`config.mk`:
```
export PLATFORM = sky130hd
export DESIGN_NAME = acd_top
export DESIGN_NICKNAME = d
export VERILOG_FILES = /design/src/acd_pkg.sv /design/src/acd_top.sv /design/src/acd_rec_fmt.sv
export SDC_FILE = /design/constraint.sdc
export NUM_CORES = 1
export LEC_CHECK = 0
export BUFFER_PORTS_ARGS = -buffer_cell sky130_fd_sc_hd__buf_4
export CORE_AREA = 2 2 397 399
export DETAILED_ROUTE_END_ITERATION = 8
export DIE_AREA = 0 0 399 401
export PLACE_DENSITY = 0.3
export SYNTH_ARGS = -nofsm -noshare
export SYNTH_HDL_FRONTEND = slang
export SYNTH_HIERARCHICAL = 1
export SYNTH_SLANG_ARGS = --single-unit
```
`constraint.sdc`:
```
create_clock -name clk_sys -period 5.9 [get_ports clk_sys]
set_clock_uncertainty 0.1 [all_clocks]
set_input_delay 1.475 -clock clk_sys [delete_from_list [all_inputs] [get_ports clk_sys]]
set_output_delay 1.475 -clock clk_sys [all_outputs]
set_load 0.005 [all_outputs]
```
`src/acd_pkg.sv`:
```
// shared constants and types for the ata command and smart decoder
package acd_pkg;
	// ---------------------------------------------------------------
	// command opcodes
	// ---------------------------------------------------------------
	localparam logic [7:0] OP_RD_DMA = 8'h00C8;
	localparam logic [7:0] OP_RD_DMA_EXT = 8'h0025;
	localparam logic [7:0] OP_RD_FPDMA = 8'h0060;
	localparam logic [7:0] OP_WR_DMA = 8'h00CA;
	localparam logic [7:0] OP_WR_DMA_EXT = 8'h0035;
	localparam logic [7:0] OP_WR_FPDMA = 8'h0061;
	localparam logic [7:0] OP_RD_SEC0 = 8'h0020;
	localparam logic [7:0] OP_RD_SEC1 = 8'h0021;
	localparam logic [7:0] OP_WR_SEC0 = 8'h0030;
	localparam logic [7:0] OP_WR_SEC1 = 8'h0031;
	localparam logic [7:0] OP_VFY0 = 8'h0040;
	localparam logic [7:0] OP_VFY1 = 8'h0041;
	localparam logic [3:0] OP_SEEK_HI = 4'h0007;
	localparam logic [7:0] OP_CHK_PWR = 8'h00E5;
	localparam logic [7:0] OP_DIAG = 8'h0090;
	localparam logic [7:0] OP_FLUSH = 8'h00E7;
	localparam logic [7:0] OP_IDENT = 8'h00EC;
	localparam logic [7:0] OP_IDLE = 8'h00E3;
	localparam logic [7:0] OP_IDLE_IMM = 8'h00E1;
	localparam logic [7:0] OP_INIT_PAR = 8'h0091;
	localparam logic [7:0] OP_RD_LOG_DMA = 8'h0047;
	localparam logic [7:0] OP_RD_LOG_EXT = 8'h002F;
	localparam logic [7:0] OP_RD_MULT = 8'h00C4;
	localparam logic [7:0] OP_RECAL = 8'h0010;
	localparam logic [7:0] OP_SET_FEAT = 8'h00EF;
	localparam logic [7:0] OP_SET_MULT = 8'h00C6;
	localparam logic [7:0] OP_SLEEP = 8'h00E6;
	localparam logic [7:0] OP_STANDBY = 8'h00E2;
	localparam logic [7:0] OP_STBY_IMM = 8'h00E0;
	localparam logic [7:0] OP_WR_LOG_DMA = 8'h0057;
	localparam logic [7:0] OP_WR_LOG_EXT = 8'h003F;
	localparam logic [7:0] OP_WR_MULT = 8'h00C5;
	localparam logic [7:0] OP_SMART = 8'h00B0;
	localparam logic [7:0] OP_SEC_SETPW = 8'h00F1;
	localparam logic [7:0] OP_SEC_UNLOCK = 8'h00F2;
	localparam logic [7:0] OP_SEC_ERPREP = 8'h00F3;
	localparam logic [7:0] OP_SEC_ERUNIT = 8'h00F4;
	localparam logic [7:0] OP_SEC_FREEZE = 8'h00F5;
	localparam logic [7:0] OP_SEC_DISPW = 8'h00F6;
	// ---------------------------------------------------------------
	// smart subcommands
	// ---------------------------------------------------------------
	localparam logic [7:0] SC_RD_DATA = 8'h00D0;
	localparam logic [7:0] SC_RD_THR = 8'h00D1;
	localparam logic [7:0] SC_AUTOSAVE = 8'h00D2;
	localparam logic [7:0] SC_OFFLINE = 8'h00D4;
	localparam logic [7:0] SC_RD_LOG = 8'h00D5;
	localparam logic [7:0] SC_WR_LOG = 8'h00D6;
	localparam logic [7:0] SC_ENABLE = 8'h00D8;
	localparam logic [7:0] SC_DISABLE = 8'h00D9;
	localparam logic [7:0] SC_STATUS = 8'h00DA;
	// ---------------------------------------------------------------
	// attribute identifiers and record layout
	// ---------------------------------------------------------------
	localparam int ATTR_NUM = 12;
	localparam logic [7:0] ATTR_ID [ATTR_NUM] = '{8'h0009, 8'h000C, 8'h00A3, 8'h00A4,
		8'h00A5, 8'h00A6, 8'h00A7, 8'h00A8, 8'h00AF, 8'h00C0, 8'h00C2, 8'h00F1};
	localparam int REC_BYTES = 12;
	localparam int REC_ID_POS = 0;
	localparam int REC_FLAG_POS = 1;
	localparam int REC_VAL_POS = 3;
	localparam int REC_WORST_POS = 4;
	localparam int REC_RAW_POS = 5;
	localparam int RAW_BYTES = 7;
	localparam logic [15:0] REC_FLAGS_RST = 16'h0000;
	// ---------------------------------------------------------------
	// ecc and power-loss figures
	// ---------------------------------------------------------------
	localparam int ECC_MAX_BITS = 40;
	localparam int ECC_CHUNK_BYTES = 1024;
	localparam logic [2:0] META_SAVE_PASSES = 3'h0003;
	// ---------------------------------------------------------------
	// types
	// ---------------------------------------------------------------
	typedef enum logic [2:0] {
		ACD_ACT_NONE, ACD_ACT_XFER, ACD_ACT_SMART, ACD_ACT_ERASE,
		ACD_ACT_CTRL, ACD_ACT_ABORT
	} acd_act_t;
	typedef struct packed {
		logic [7:0] opcode;
		logic [7:0] feature;
		logic [7:0] attr_sel;
	} acd_cmd_t;
	typedef struct packed {
		logic ok;
		logic abort;
		logic health_bad;
		logic [7:0] data;
		logic last;
	} acd_resp_t;
	typedef struct packed {
		logic [9:0] err_bits;
		logic uncorrectable;
	} acd_ecc_t;
endpackage

```
`src/acd_top.sv`:
```
// ata command decoder with smart, security and flash upkeep sequencing
// Contract
// RL1 - The device recognises the read, write, verify, seek and other supported opcodes.
// RL2 - The device supports the security group and erase-unit wipes all user data.
// RL3 - The smart opcode returns drive health data to the host.
// RL4 - Under smart, the nine listed subcommands are decoded.
// RL5 - Records hold id, two flag bytes, value, worst and seven raw bytes lsb first.
// RL6 - Attributes are reported under their fixed identifiers.
// RL7 - The set includes bad block, erase count, power-on and power cycle counts.
// RL8 - Ecc corrects up to forty bits per kilobyte and flags more as uncorrectable.
// RL9 - A detected bad block is relocated to a free block with errors corrected.
// RL10 - On power loss during writes, several metadata save passes are run.
// RL11 - At power-up the map is recovered and programmed blocks are rechecked first.
// RL12 - Unsupported opcodes or subcommands are aborted without touching data.
`timescale 1ns/1ns
module acd_top
	import acd_pkg::*;
(
	// clock and reset
	input wire logic clk_sys,
	input wire logic sys_rst,
	// command from the transport
	input wire logic cmd_valid,
	input wire acd_cmd_t cmd,
	output logic cmd_ready,
	// answer to the transport
	output acd_resp_t resp,
	output logic resp_valid,
	// flash-side events
	input wire acd_ecc_t ecc,
	input wire logic ecc_valid,
	input wire logic bad_block,
	input wire logic power_loss,
	input wire logic flash_done,
	// flash-side requests
	output logic relocate_req,
	output logic meta_save_req,
	output logic map_recover_req,
	output logic block_scan_req,
	output logic erase_all_req,
	output logic xfer_req,
	// attribute counters
	input wire logic [55:0] attr_raw [ATTR_NUM],
	input wire logic [7:0] attr_value [ATTR_NUM],
	input wire logic [7:0] attr_worst [ATTR_NUM],
	input wire logic [7:0] attr_thresh [ATTR_NUM]
);
	typedef enum logic [2:0] {
		ST_RECOVER, ST_SCAN, ST_IDLE, ST_BUSY, ST_SEND, ST_RELOC, ST_SAVE
	} acd_st_t;

	acd_st_t st_q, st_d;
	acd_act_t act;
	logic [3:0] idx_q, idx_d;
	logic [3:0] sel_q, sel_d;
	logic [2:0] pass_q, pass_d;
	logic smart_on_q, smart_on_d;
	logic thr_q, thr_d;
	acd_resp_t resp_q, resp_d;
	logic rv_q, rv_d;
	logic [7:0] rec [REC_BYTES];
	logic health_bad;
	logic reloc_pend_q, reloc_pend_d;

	// ---------------------------------------------------------------
	// opcode classification
	// ---------------------------------------------------------------
	always_comb begin
		act = ACD_ACT_ABORT; // [RL12]
		if (cmd.opcode[7:4] == OP_SEEK_HI) begin
			act = ACD_ACT_CTRL; // [RL1]
		end else begin
			case (cmd.opcode)
				OP_RD_DMA, OP_RD_DMA_EXT, OP_RD_FPDMA, OP_WR_DMA, OP_WR_DMA_EXT,
				OP_WR_FPDMA, OP_RD_SEC0, OP_RD_SEC1, OP_WR_SEC0, OP_WR_SEC1,
				OP_VFY0, OP_VFY1, OP_RD_MULT, OP_WR_MULT, OP_RD_LOG_DMA,
				OP_RD_LOG_EXT, OP_WR_LOG_DMA, OP_WR_LOG_EXT: act = ACD_ACT_XFER; // [RL1]
				OP_CHK_PWR, OP_DIAG, OP_FLUSH, OP_IDENT, OP_IDLE, OP_IDLE_IMM,
				OP_INIT_PAR, OP_RECAL, OP_SET_FEAT, OP_SET_MULT, OP_SLEEP,
				OP_STANDBY, OP_STBY_IMM, OP_SEC_SETPW, OP_SEC_UNLOCK,
				OP_SEC_ERPREP, OP_SEC_FREEZE, OP_SEC_DISPW: act = ACD_ACT_CTRL; // [RL2]
				OP_SEC_ERUNIT: act = ACD_ACT_ERASE; // [RL2]
				OP_SMART: begin
					case (cmd.feature)
						SC_RD_DATA, SC_RD_THR, SC_AUTOSAVE, SC_OFFLINE, SC_RD_LOG,
						SC_WR_LOG, SC_ENABLE, SC_DISABLE, SC_STATUS: act = ACD_ACT_SMART; // [RL4]
						default: act = ACD_ACT_ABORT; // [RL12]
					endcase
				end
				default: act = ACD_ACT_ABORT;
			endcase
		end
	end

	// ---------------------------------------------------------------
	// record formatting and health
	// ---------------------------------------------------------------
	acd_rec_fmt u_fmt (
		.attr_id(ATTR_ID[sel_q]), // [RL6] [RL7]
		.flags(REC_FLAGS_RST),
		.value(thr_q ? attr_thresh[sel_q] : attr_value[sel_q]),
		.worst(attr_worst[sel_q]),
		.raw(thr_q ? 56'h0000_0000_0000_00 : attr_raw[sel_q]),
		.rec(rec)
	);

	always_comb begin
		health_bad = 1'b0;
		for (int i = 0; i < ATTR_NUM; i++) begin
			if (attr_thresh[i] != 8'h00 && attr_value[i] <= attr_thresh[i]) begin
				health_bad = 1'b1; // [RL3]
			end
		end
	end

	// ---------------------------------------------------------------
	// main sequencer
	// ---------------------------------------------------------------
	always_comb begin
		st_d = st_q;
		idx_d = idx_q;
		sel_d = sel_q;
		pass_d = pass_q;
		smart_on_d = smart_on_q;
		thr_d = thr_q;
		resp_d = resp_q;
		rv_d = 1'b0;
		reloc_pend_d = reloc_pend_q;
		case (st_q)
			ST_RECOVER: if (flash_done) st_d = ST_SCAN; // [RL11]
			ST_SCAN: if (flash_done) st_d = ST_IDLE; // [RL11]
			ST_IDLE: begin
				if (reloc_pend_q) begin
					st_d = ST_RELOC;
				end else if (cmd_valid) begin
					resp_d = '0;
					case (act)
						ACD_ACT_XFER, ACD_ACT_ERASE: st_d = ST_BUSY;
						ACD_ACT_SMART: begin
							if (!smart_on_q && cmd.feature != SC_ENABLE) begin
								resp_d.abort = 1'b1;
								rv_d = 1'b1;
							end else begin
								case (cmd.feature)
									SC_RD_DATA, SC_RD_THR: begin
										thr_d = (cmd.feature == SC_RD_THR);
										sel_d = (cmd.attr_sel < 8'(ATTR_NUM)) ? cmd.attr_sel[3:0] : 4'h0000;
										idx_d = 4'h0000;
										st_d = ST_SEND; // [RL3]
									end
									SC_ENABLE, SC_DISABLE: begin
										smart_on_d = (cmd.feature == SC_ENABLE);
										resp_d.ok = 1'b1;
										rv_d = 1'b1;
									end
									SC_STATUS: begin
										resp_d.ok = 1'b1;
										resp_d.health_bad = health_bad; // [RL3]
										rv_d = 1'b1;
									end
									default: begin
										resp_d.ok = 1'b1;
										rv_d = 1'b1;
									end
								endcase
							end
						end
						ACD_ACT_CTRL: begin
							resp_d.ok = 1'b1;
							rv_d = 1'b1;
						end
						default: begin
							resp_d.abort = 1'b1; // [RL12]
							rv_d = 1'b1;
						end
					endcase
				end
			end
			ST_BUSY: if (flash_done) begin
				resp_d.ok = 1'b1;
				rv_d = 1'b1;
				st_d = ST_IDLE;
			end
			ST_SEND: begin
				resp_d.ok = 1'b1;
				resp_d.data = rec[idx_q]; // [RL5]
				resp_d.last = (idx_q == 4'(REC_BYTES - 1));
				rv_d = 1'b1;
				idx_d = idx_q + 4'h0001;
				if (idx_q == 4'(REC_BYTES - 1)) st_d = ST_IDLE;
			end
			ST_RELOC: if (flash_done) begin
				reloc_pend_d = 1'b0; // [RL9]
				st_d = ST_IDLE;
			end
			ST_SAVE: if (flash_done && pass_q != 3'h0000) pass_d = pass_q - 3'h0001; // [RL10]
			default: st_d = ST_IDLE;
		endcase
		// a new event in the clearing cycle keeps relocation pending
		if (bad_block) reloc_pend_d = 1'b1; // [RL9]
		if (ecc_valid && (ecc.uncorrectable || ecc.err_bits > 10'(ECC_MAX_BITS))) begin
			reloc_pend_d = 1'b1; // [RL8]
		end
		if (power_loss && st_q != ST_SAVE) begin
			st_d = ST_SAVE; // [RL10]
			pass_d = META_SAVE_PASSES;
		end
	end

	always_ff @(posedge clk_sys) begin
		if (sys_rst) begin
			st_q <= ST_RECOVER;
			idx_q <= 4'h0000;
			sel_q <= 4'h0000;
			pass_q <= 3'h0000;
			smart_on_q <= 1'b1;
			thr_q <= 1'b0;
			resp_q <= '0;
			rv_q <= 1'b0;
			reloc_pend_q <= 1'b0;
		end else begin
			st_q <= st_d;
			idx_q <= idx_d;
			sel_q <= sel_d;
			pass_q <= pass_d;
			smart_on_q <= smart_on_d;
			thr_q <= thr_d;
			resp_q <= resp_d;
			rv_q <= rv_d;
			reloc_pend_q <= reloc_pend_d;
		end
	end

	// ---------------------------------------------------------------
	// outputs
	// ---------------------------------------------------------------
	assign cmd_ready = (st_q == ST_IDLE) && !reloc_pend_q;
	assign resp = resp_q;
	assign resp_valid = rv_q;
	assign map_recover_req = (st_q == ST_RECOVER); // [RL11]
	assign block_scan_req = (st_q == ST_SCAN); // [RL11]
	assign relocate_req = (st_q == ST_RELOC); // [RL9]
	assign meta_save_req = (st_q == ST_SAVE) && (pass_q != 3'h0000); // [RL10]
	assign erase_all_req = (st_q == ST_BUSY) && (cmd.opcode == OP_SEC_ERUNIT); // [RL2]
	assign xfer_req = (st_q == ST_BUSY) && (cmd.opcode != OP_SEC_ERUNIT);

	// ---------------------------------------------------------------
	// checks
	// ---------------------------------------------------------------
	logic take_ok;
	assign take_ok = cmd_valid && cmd_ready && !power_loss;
endmodule

```
`src/acd_rec_fmt.sv`:
```
// formats one smart attribute record into a byte array
`timescale 1ns/1ns
module acd_rec_fmt
	import acd_pkg::*;
(
	// attribute content
	input wire logic [7:0] attr_id,
	input wire logic [15:0] flags,
	input wire logic [7:0] value,
	input wire logic [7:0] worst,
	input wire logic [55:0] raw,
	// formatted record
	output logic [7:0] rec [REC_BYTES]
);
	// ---------------------------------------------------------------
	// byte placement
	// ---------------------------------------------------------------
	always_comb begin
		rec[REC_ID_POS] = attr_id; // [RL5]
		rec[REC_FLAG_POS] = flags[7:0]; // [RL5]
		rec[REC_FLAG_POS + 1] = flags[15:8];
		rec[REC_VAL_POS] = value; // [RL5]
		rec[REC_WORST_POS] = worst;
		for (int i = 0; i < RAW_BYTES; i++) begin
			rec[REC_RAW_POS + i] = raw[8 * i +: 8]; // [RL5]
		end
	end
endmodule

```
# Yosys cells after proc, flatten, opt, wreduce, memory -nomap -nowiden
# Memory sizes are Yosys's and may differ from the RTL's.
# Cells that the tools add are included.
# totals
reg_bits	30
n_memories	1
romBits	128
wordCells	262
input_bits	1002
out_inout_bits	20
# op_classes
n_mux	77
n_bitwise	5
eq_ne	83
addsub	2
n_reduce_logical	63
n_lt_le_gt_ge	16
# memory_table
name	depth	word_bits	rd	rd_ports_with_merged_regs	write_ports	line	text
(name not given)	16	8	1	0	0	acd_top.sv:99	.attr_id(ATTR_ID[sel_q]),
# ops
operator	n
8-bit equality test (second input constant)	32
56-bit binary-select mux with 4-bit select	1
56-bit two-way mux	3
8-bit binary-select mux with 4-bit select	4
8-bit <= comparator	12
8-bit nonzero test	12
8-bit two-way mux	11
8-bit by 6-bit equality test with 1-bit output (second input constant)	8
8-bit by 7-bit equality test with 1-bit output (second input constant)	6
18-bit OR reduction	2
3-bit two-way mux	10
1-bit two-way mux	27
12-bit two-way mux	2
4-bit two-way mux	6
1-bit logical AND	20
9-bit one-hot mux with 2 select lines	1
6-bit AND reduction	3
8-bit != test (second input constant)	2
8-bit AND reduction	2
3-bit one-hot mux with 5 select lines	1
2-bit != test (second input constant)	7
3-bit by 2-bit equality test with 1-bit output (second input constant)	4
3-bit equality test (second input constant)	4
3-bit one-hot mux with 4 select lines	1
37 further kinds	65

# Depth between registers and ports, before layout
# Gate-level depths: netlist (run 1).
# logic_depth
ltp_word	20
depth_mapped	15
depth_no_buf	11

# By module
# Netlist (run 1), hierarchy kept.
# modules_own_cells
mod	cells_per_inst	area_each_um2	instances
acd_top	1391	12859.8	1
acd_rec_fmt	96	720.7	1

# Worst setup path after synthesis (run 1)
# OpenSTA, ideal clock, no wires.
# synth_path
path_kind	input -> output
startpoint	input port cmd[16] (netlist name)
endpoint	output port erase_all_req
arrival_ns	2.559
n_path_buf	1
slack_ns	1.766
path_stages	4
cell_sequence	clkbuf_1 > or3b_2 > nor4_1 > and3_1
# synth_between
elab_chain_len	2
# synth_lines
item	line	text
start, declared	acd_top.sv:24	input wire acd_cmd_t cmd,
8-bit equality test	acd_top.sv:244	assign erase_all_req = (st_q == ST_BUSY) && (cmd.opcode == OP_SEC_ERUNIT);
1-bit logical AND	acd_top.sv:244	
end, declared	acd_top.sv:40	output logic erase_all_req,
# No other way between the ends.

# Worst setup path in the final report (run 1)
# layout_path
startpoint	input port cmd[17] (netlist name)
endpoint	output port erase_all_req
# The elaborated chain is that of the path after synthesis.

==> results of run 1 <==
==> how the worst min path moves through the flow <==
stage | startpoint | cells past startpoint | end
after floorplan | resp[1] | 2 | resp[1]
final | resp[8] | 2 | resp[8]
after global routing | resp[8] | 2 | resp[8]
after CTS | resp[8] | 2 | resp[8]
after detailed placement | resp[8] | 2 | resp[8]
after global placement | resp[8] | 2 | resp[8]
==> stage by stage <==
step	setup slack (ps)	hold WS, ps
global placement	1420	370
detailed placement	1420	368
finish	1560	368
global route	1430	398
floorplan	1770	364
CTS	1540	376
==> flip-flops by register name (all words and copies together), names as in the netlist <==
| signal | flops |
|---|---|
| pass_q | 3 |
| st_q | 3 |
| resp | 12 |
| smart_on_q | 1 |
| thr_q | 1 |
| resp_valid | 1 |
| sel_q | 4 |
| reloc_pend_q | 1 |
| idx_q | 4 |
==> report_power, final <==
part           leakage (nW)  internal [mW]  switching [mW]
sequential            0.249          0.214          0.0194
clock                0.0804          0.199           0.106
combinational          9.24          0.725           0.579
==> layout make-up <==
| class | instances | area share |
|---|---|---|
| diodes | 14 | 0.00151 |
| clock buffers | 5 | 0.00540 |
| clock inverters | 3 | 0.00189 |
| inverters | 118 | 0.0192 |
| multi-input cells | 1143 | 0.492 |
| flip-flops and latches | 30 | 0.0268 |
| well taps | 2058 | 0.111 |
| repair buffers | 1044 | 0.342 |
==> cells in the final DEF, fill, tap and decap left out, types with 9 or more instances in the layout <==
master,n
mux4_2,261
a21oi_1,163
diode_2,14
nand4_1,21
o22ai_1,15
a21o_1,9
inv_1,117
conb_1,16
dfxtp_1,23
a211oi_1,10
o31ai_1,10
nand2_1,162
o21ai_0,33
ha_1,103
nand3_1,33
or4_1,11
buf_4,1036
nor3_1,13
nor2_1,116
nor4_1,25
mux2i_1,41
nand2b_1,16
==> logic make-up after synthesis <==
| kind of cell | synth area share |
|---|---|
| flip-flops | 0.0442 |
| AO/OA/AOI/OAI | 0.126 |
| adder cells (fa/ha/maj) | 0.0949 |
| AND/OR/NAND/NOR | 0.147 |
| XOR/XNOR | 0.00194 |
| buffers and inverters | 0.122 |
| other | 0.000276 |
| multiplexers | 0.464 |
==> per-layer routing <==
metal	routed length, um	vias to the layer above
li1	-	7371
met1	53300	8442
met2	68000	726
met3	8960	103
met5	120	-
met4	1830	20
==> worst max-delay path: cells and delay by family <==
family | cells | cell delay [ps]
simple gates | 3 | 1050
buf+inv | 2 | 250
==> metrics.md, run 1 <==
| Metric | Value |
|---|---|
| Status | finished, final reports clean |
| Most crowded layer after global routing | met2 |
| Worst setup path startpoint | cmd[17] |
| Met3 usage | 0.0374 |
| FF/Latch Area | 622 um^2 |
| Post-Syn Instances | 1,487 |
| DP Cell Count | 4,393 |
| Layout fillers | 17,877 |
| R2R Setup Slk | 2000 ps |
| Starting Density | 0.0872 |
| Largest net degree at the start of global routing | 80 |
| Peak supply drop | 0.0923 mV |
| Pwr dens | 79.5 nW/um^2 |
| Core Util, Final | 0.149 |
| Final setup fails | 0 |
| Slowest cell on crit path | or3b_2 |
| CP peak stage delay | 460 ps |
| Fmax | 0.230 GHz |
| Post-synth top cells | mux4_2 (261), a21oi_1 (163), nand2_1 (162) |
| Clock Path Buffers | 2 |
| Remaining Overflow, GRT | 0 |
| Footprint of the multi-input gates | 11,400 um^2 |
| Finished Layout Cells | 4,415 |
| Placed Area | 23,000 um^2 |
| Post CTS Setup Buffer Count | 0 |
| CTS tree | built |
| Die Width | 399 um |
| HPWL after DPL | 118 mm |
| Reg-to-reg endpoint | resp[4] |
| Worst-Margin Slew | 888 ps |
| Iter 0 DRT Violations | 973 |
| Total GRT Usage | 0.158 |
| CP required | 4320 ps |
| Layout cell share with drive strength beyond 1 | 0.569 |
| Fin. max-slew vios | 0 |
| Initial antenna violation count | 74 |
| Via Count | 16,662 |
| Post-route ant nets | 0 |
| Core box area | 156,000 um^2 |
| Residual DRC count | 0 |
| WS Path Type | input port to output pin |
| Most numerous cell in the Yosys netlist | mux4_2 |
| Synthesized area | 13,600 um^2 |
| CTS clk-pin slew, worst paths | 50 ps |
| Synth area leader | mux4_2 |
| Rel. slew slack | 0.408 |
| Power Total | 1.84 mW |
| Number of synthesized flops with an enable pin | 0 |
| Final Hold Vio Count | 0 |
| CP Launch Type | input port |
| H-tree levels | 2 |
| Number of global-route vias before repair | 17,630 |
| Drt wl/cell | 29.9 um |
| NumNets Final | 3,447 |
| YS warnings | 6 |
| Cells along the critical path | buf_4 -> or3b_2 -> nor4_1 -> and3_1 -> buf_4 |
| Fraction of registers with async set/reset | 0 |
| Unrepaired setup endpoints after global routing | false |
| FF-to-FF path depth | 10 |
| First-pass GRT wire length | 171 mm |
| Top post-synthesis cells by area | mux4_2 (43%), ha_1 (9.5%), a21oi_1 (6.0%) |
| Max Cap Violations | 0 |
| Mean Syn Cell Area | 9.13 um^2 |
| CP endpoint kind | output pin |
| First drt pass iteration count | 8 |
| Cts hold-fix bufs | 0 |
| Sink Count | 30 |
| Die area | 160,000 um^2 |
| Worst r2r src | sel_q[0] |
| CTS resizes | 0 |
| Clk_lat worst skew | 280 ps |
| Routed wire length | 132 mm |
| Final period util | 0.736 |
| Die span in y | 401 um |
| Max FO, Critical Path | 8 |
| Post-route design area | 23,200 um^2 |
| Input/output buffers | 1,021 |
| Ys flop type | dfxtp_1 |
| Synth cell types | 63 |
| P_leak | 9.57 nW |
| Ports | 1,022 |
| Synth top area share | 0.433 |
| CTS Buf Count | 5 |
| #FFs+latches synth | 30 |
| Site Rows | 145 |
| Crit-path most repeated cell | buf_4 |
| Minimum clock period | 4340 ps |
| Final Wtd Congestion | 0.938 |
| Routing usage on met1 | 0.189 |
| Setup tns final | 0 ps |
| Worst Hold Class | flip-flop to flip-flop |
| Vias/cell | 3.77 |
| Routing usage on met2 | 0.288 |
| P&R area growth vs syn | 70.7% |
| Root buffer cell | clkbuf_16 |
| Worst Path Arrival | 2770 ps |
| Seq/Total Area, Yosys | 0.0442 |
| Worst Setup EP | erase_all_req |
(Power assumes the default switching activity.)
==> inputs of run 2 (changes only) <==
--- a/config.mk
+++ b/config.mk
@@ -6,9 +6,9 @@
 export NUM_CORES = 1
 export LEC_CHECK = 0
 export BUFFER_PORTS_ARGS = -buffer_cell sky130_fd_sc_hd__buf_4
-export CORE_AREA = 2 2 397 399
+export CORE_AREA = 2 2 399 401
 export DETAILED_ROUTE_END_ITERATION = 8
-export DIE_AREA = 0 0 399 401
+export DIE_AREA = 0 0 401 403
 export PLACE_DENSITY = 0.3
 export SYNTH_ARGS = -nofsm -noshare
 export SYNTH_HDL_FRONTEND = slang
==> constraint.sdc (replaced) <==
create_clock -name clk_sys -period 3.94 [get_ports clk_sys]
set_clock_uncertainty 0.1 [all_clocks]
set_input_delay 0.985 -clock clk_sys [delete_from_list [all_inputs] [get_ports clk_sys]]
set_output_delay 0.985 -clock clk_sys [all_outputs]
set_load 0.005 [all_outputs]
==> run 2 against run 1 <==
Utilization grew 0.18 points; global-route usage rose by 0.081 points; first-iteration DRC count increased by 9.5%; cell count up 1.7%; non-clock buffer count grew 60; hold slack gained 11 ps; critical path type is now flip-flop to flip-flop; largest power group unchanged; highest routed layer unchanged.
==> metrics.md, run 2 (synthesis gave the netlist of run 1 again) <==
| Metric | Value |
|---|---|
| Post CTS Setup Buffer Count | 0 (unchanged) |
| Max reg flops | 12 (unchanged) |
| Setup tns final | 0 ps (unchanged) |
| Clock Path Buffers | 2 (unchanged) |
| Worst Path Arrival | 3800 ps (+1030 ps) |
| Worst Hold Class | flip-flop to flip-flop |
| CTS resizes | 0 (unchanged) |
| Ports | 1,022 (unchanged) |
| Worst-Margin Slew | 1170 ps (+277 ps) |
| Final Hold Vio Count | 0 (unchanged) |
| Root buffer cell | clkbuf_16 |
| First drt pass iteration count | 7 (-1) |
| HP Start | resp[8] |
| First-pass GRT wire length | 174 mm (+2.0%) |
| Most frequent cells in the layout | buf_4 (1,088), mux4_2 (261), a21oi_1 (163) |
| Die span in y | 403 um (+0.50%) |
| Total GRT Usage | 0.159 (+0.000805) |
| NumNets Final | 3,507 (+1.7%) |
| R2R Setup Slk | 190 ps (-1810 ps) |
| Core box area | 157,000 um^2 (+1.2%) |
| Final Wtd Congestion | 0.900 (-4.0%) |
| Hold endpoint | resp[8] |
| Fmax | 0.266 GHz |
| Finished Layout Cells | 4,488 (+1.7%) |
| H-tree levels | 2 (unchanged) |
| DP Cell Count | 4,467 (+1.7%) |
| Layout cell share with drive strength beyond 1 | 0.580 (+0.0103) |
| FF-to-FF path depth | 14 (+4) |
| CTS tree | built |
| Die Width | 401 um (+0.50%) |
| Reg-to-reg endpoint | resp[5] |
| CP Launch Type | flip-flop |
| Commonest non-fill, non-tap cell in the layout | buf_4 |
| Max Cap Violations | 0 (unchanged) |
| Cts hold-fix bufs | 0 (unchanged) |
| Max FO, Critical Path | 19 (+11) |
| Core Util, Final | 0.151 (+0.00175) |
| Initial antenna violation count | 57 (-23%) |
| Input/output buffers | 1,021 (unchanged) |
| Iter 0 DRT Violations | 1,065 (+9.5%) |
| Residual DRC count | 0 (unchanged) |
| Number of global-route vias before repair | 17,912 (+1.6%) |
| Power Total | 2.74 mW (+49%) |
| Die area | 162,000 um^2 (+1.0%) |
| Sink Count | 30 (unchanged) |
| WS Path Type | flip-flop to flip-flop |
| Starting Density | 0.0862 (-0.00100) |
| Slowest cell on crit path | a21oi_1 |
| Fin. max-slew vios | 0 (unchanged) |
| CP endpoint kind | flip-flop |
| Worst r2r src | sel_q[0] |
| Largest net degree at the start of global routing | 65 (-19%) |
| P_leak | 9.89 nW (+3.4%) |
| Final hold slack | 378 ps (+10.5 ps) |
| HPWL after DPL | 121 mm (+2.4%) |
| Clk_lat worst skew | 290 ps (about the same) |
| Drt wl/cell | 29.8 um (-0.45%) |
| Hold Path Cell Cnt | 2 (unchanged) |
| Rel. slew slack | 0.215 (-0.193) |
| Cells along the critical path | buf_12 -> buf_12 -> buf_4 -> mux4_2 -> nand2_1 -> a21oi_1 -> a21oi_1 -> nor2_1 -> mux4_2 -> inv_1 -> buf_12 -> o22ai_1 -> nand2_1 -> a21oi_1 |
| Status | finished, final reports clean |
| Routed wire length | 134 mm (+1.2%) |
| Post-route ant nets | 0 (unchanged) |
| Final setup fails | 0 (unchanged) |
| Site Rows | 146 (+0.69%) |
| Minimum clock period | 3750 ps |
| Vias/cell | 3.76 (-0.27%) |
| P&R area growth vs syn | 74.7% |
| Unrepaired setup endpoints after global routing | false |
| CP peak stage delay | 650 ps (+190 ps) |
| Remaining Overflow, GRT | 0 (unchanged) |
| CP required | 3990 ps (-330 ps) |
| CTS Buf Count | 5 (unchanged) |
| Peak supply drop | 0.130 mV (+40%) |
| CTS clk-pin slew, worst paths | 60 ps (about the same) |
| Pwr dens | 115 nW/um^2 (+45%) |
| Via Count | 16,891 (+1.4%) |
| Final period util | 0.952 |
==> run 2: changes by cell type in the layout (fill, tap and decap cells not counted), sizes merged <==
cell	delta
buf	+60
bufinv	-1
clkbuf	+2
clkinv	+1
clkinvlp	-1
diode	-1
inv	-1
==> run 2: layout make-up <==
cell class,instances,area [um^2]
Tap cell,2072,2590
Inverter,118,445
Multi-Input combinational cell,1143,11400
Sequential cell,30,622
Fill cell,18054,134000
Antenna cell,13,32.5
Clock buffer,7,143
Timing Repair Buffer,1104,8490
Clock inverter,1,5.00
==> run 2: power breakdown <==
part | leakage [nW] | internal (mW) | switching, mW
Sequential | 0.249 | 0.321 | 0.0417
Clock | 0.0740 | 0.251 | 0.150
Combinational | 9.57 | 1.11 | 0.863
==> run 2: worst max-delay path, delay by kind of cell, from the launching register on <==
family                 cells  cell delay [ps]
multiplexers               2             1050
AO/OA/AOI/OAI              4              870
flip-flops                 1              380
buffers and inverters      5              820
AND/OR/NAND/NOR            3              300
==> run 2: per-stage QoR <==
step / cell area, um^2 / worst slack (ps)
CTS: 23700 / 198
floorplan: 13600 / 626
finish: 23700 / 187
global placement: 23500 / 106
global route: 23700 / 106
detailed placement: 23500 / 109
==> run 2: per-layer routing <==
layer	routed length, um	part of all wire	global-route usage
met5	101	0.00075	0
met4	1790	0.013	0.0204
met3	7630	0.057	0.0294
met2	68900	0.52	0.292
met1	55300	0.41	0.195
==> run 2: worst max path at each step <==
stage / endpoint / depth (start not counted) / start / slack [ps]
after detailed placement: resp[7] / 11 / attr_raw[54] / 110
after floorplan: resp[1] / 13 / sel_q[0] / 630
final: resp[5] / 14 / sel_q[0] / 190
after global routing: resp[5] / 14 / sel_q[0] / 110
after CTS: resp[8] / 13 / sel_q[1] / 200
after global placement: resp[7] / 11 / attr_raw[54] / 110
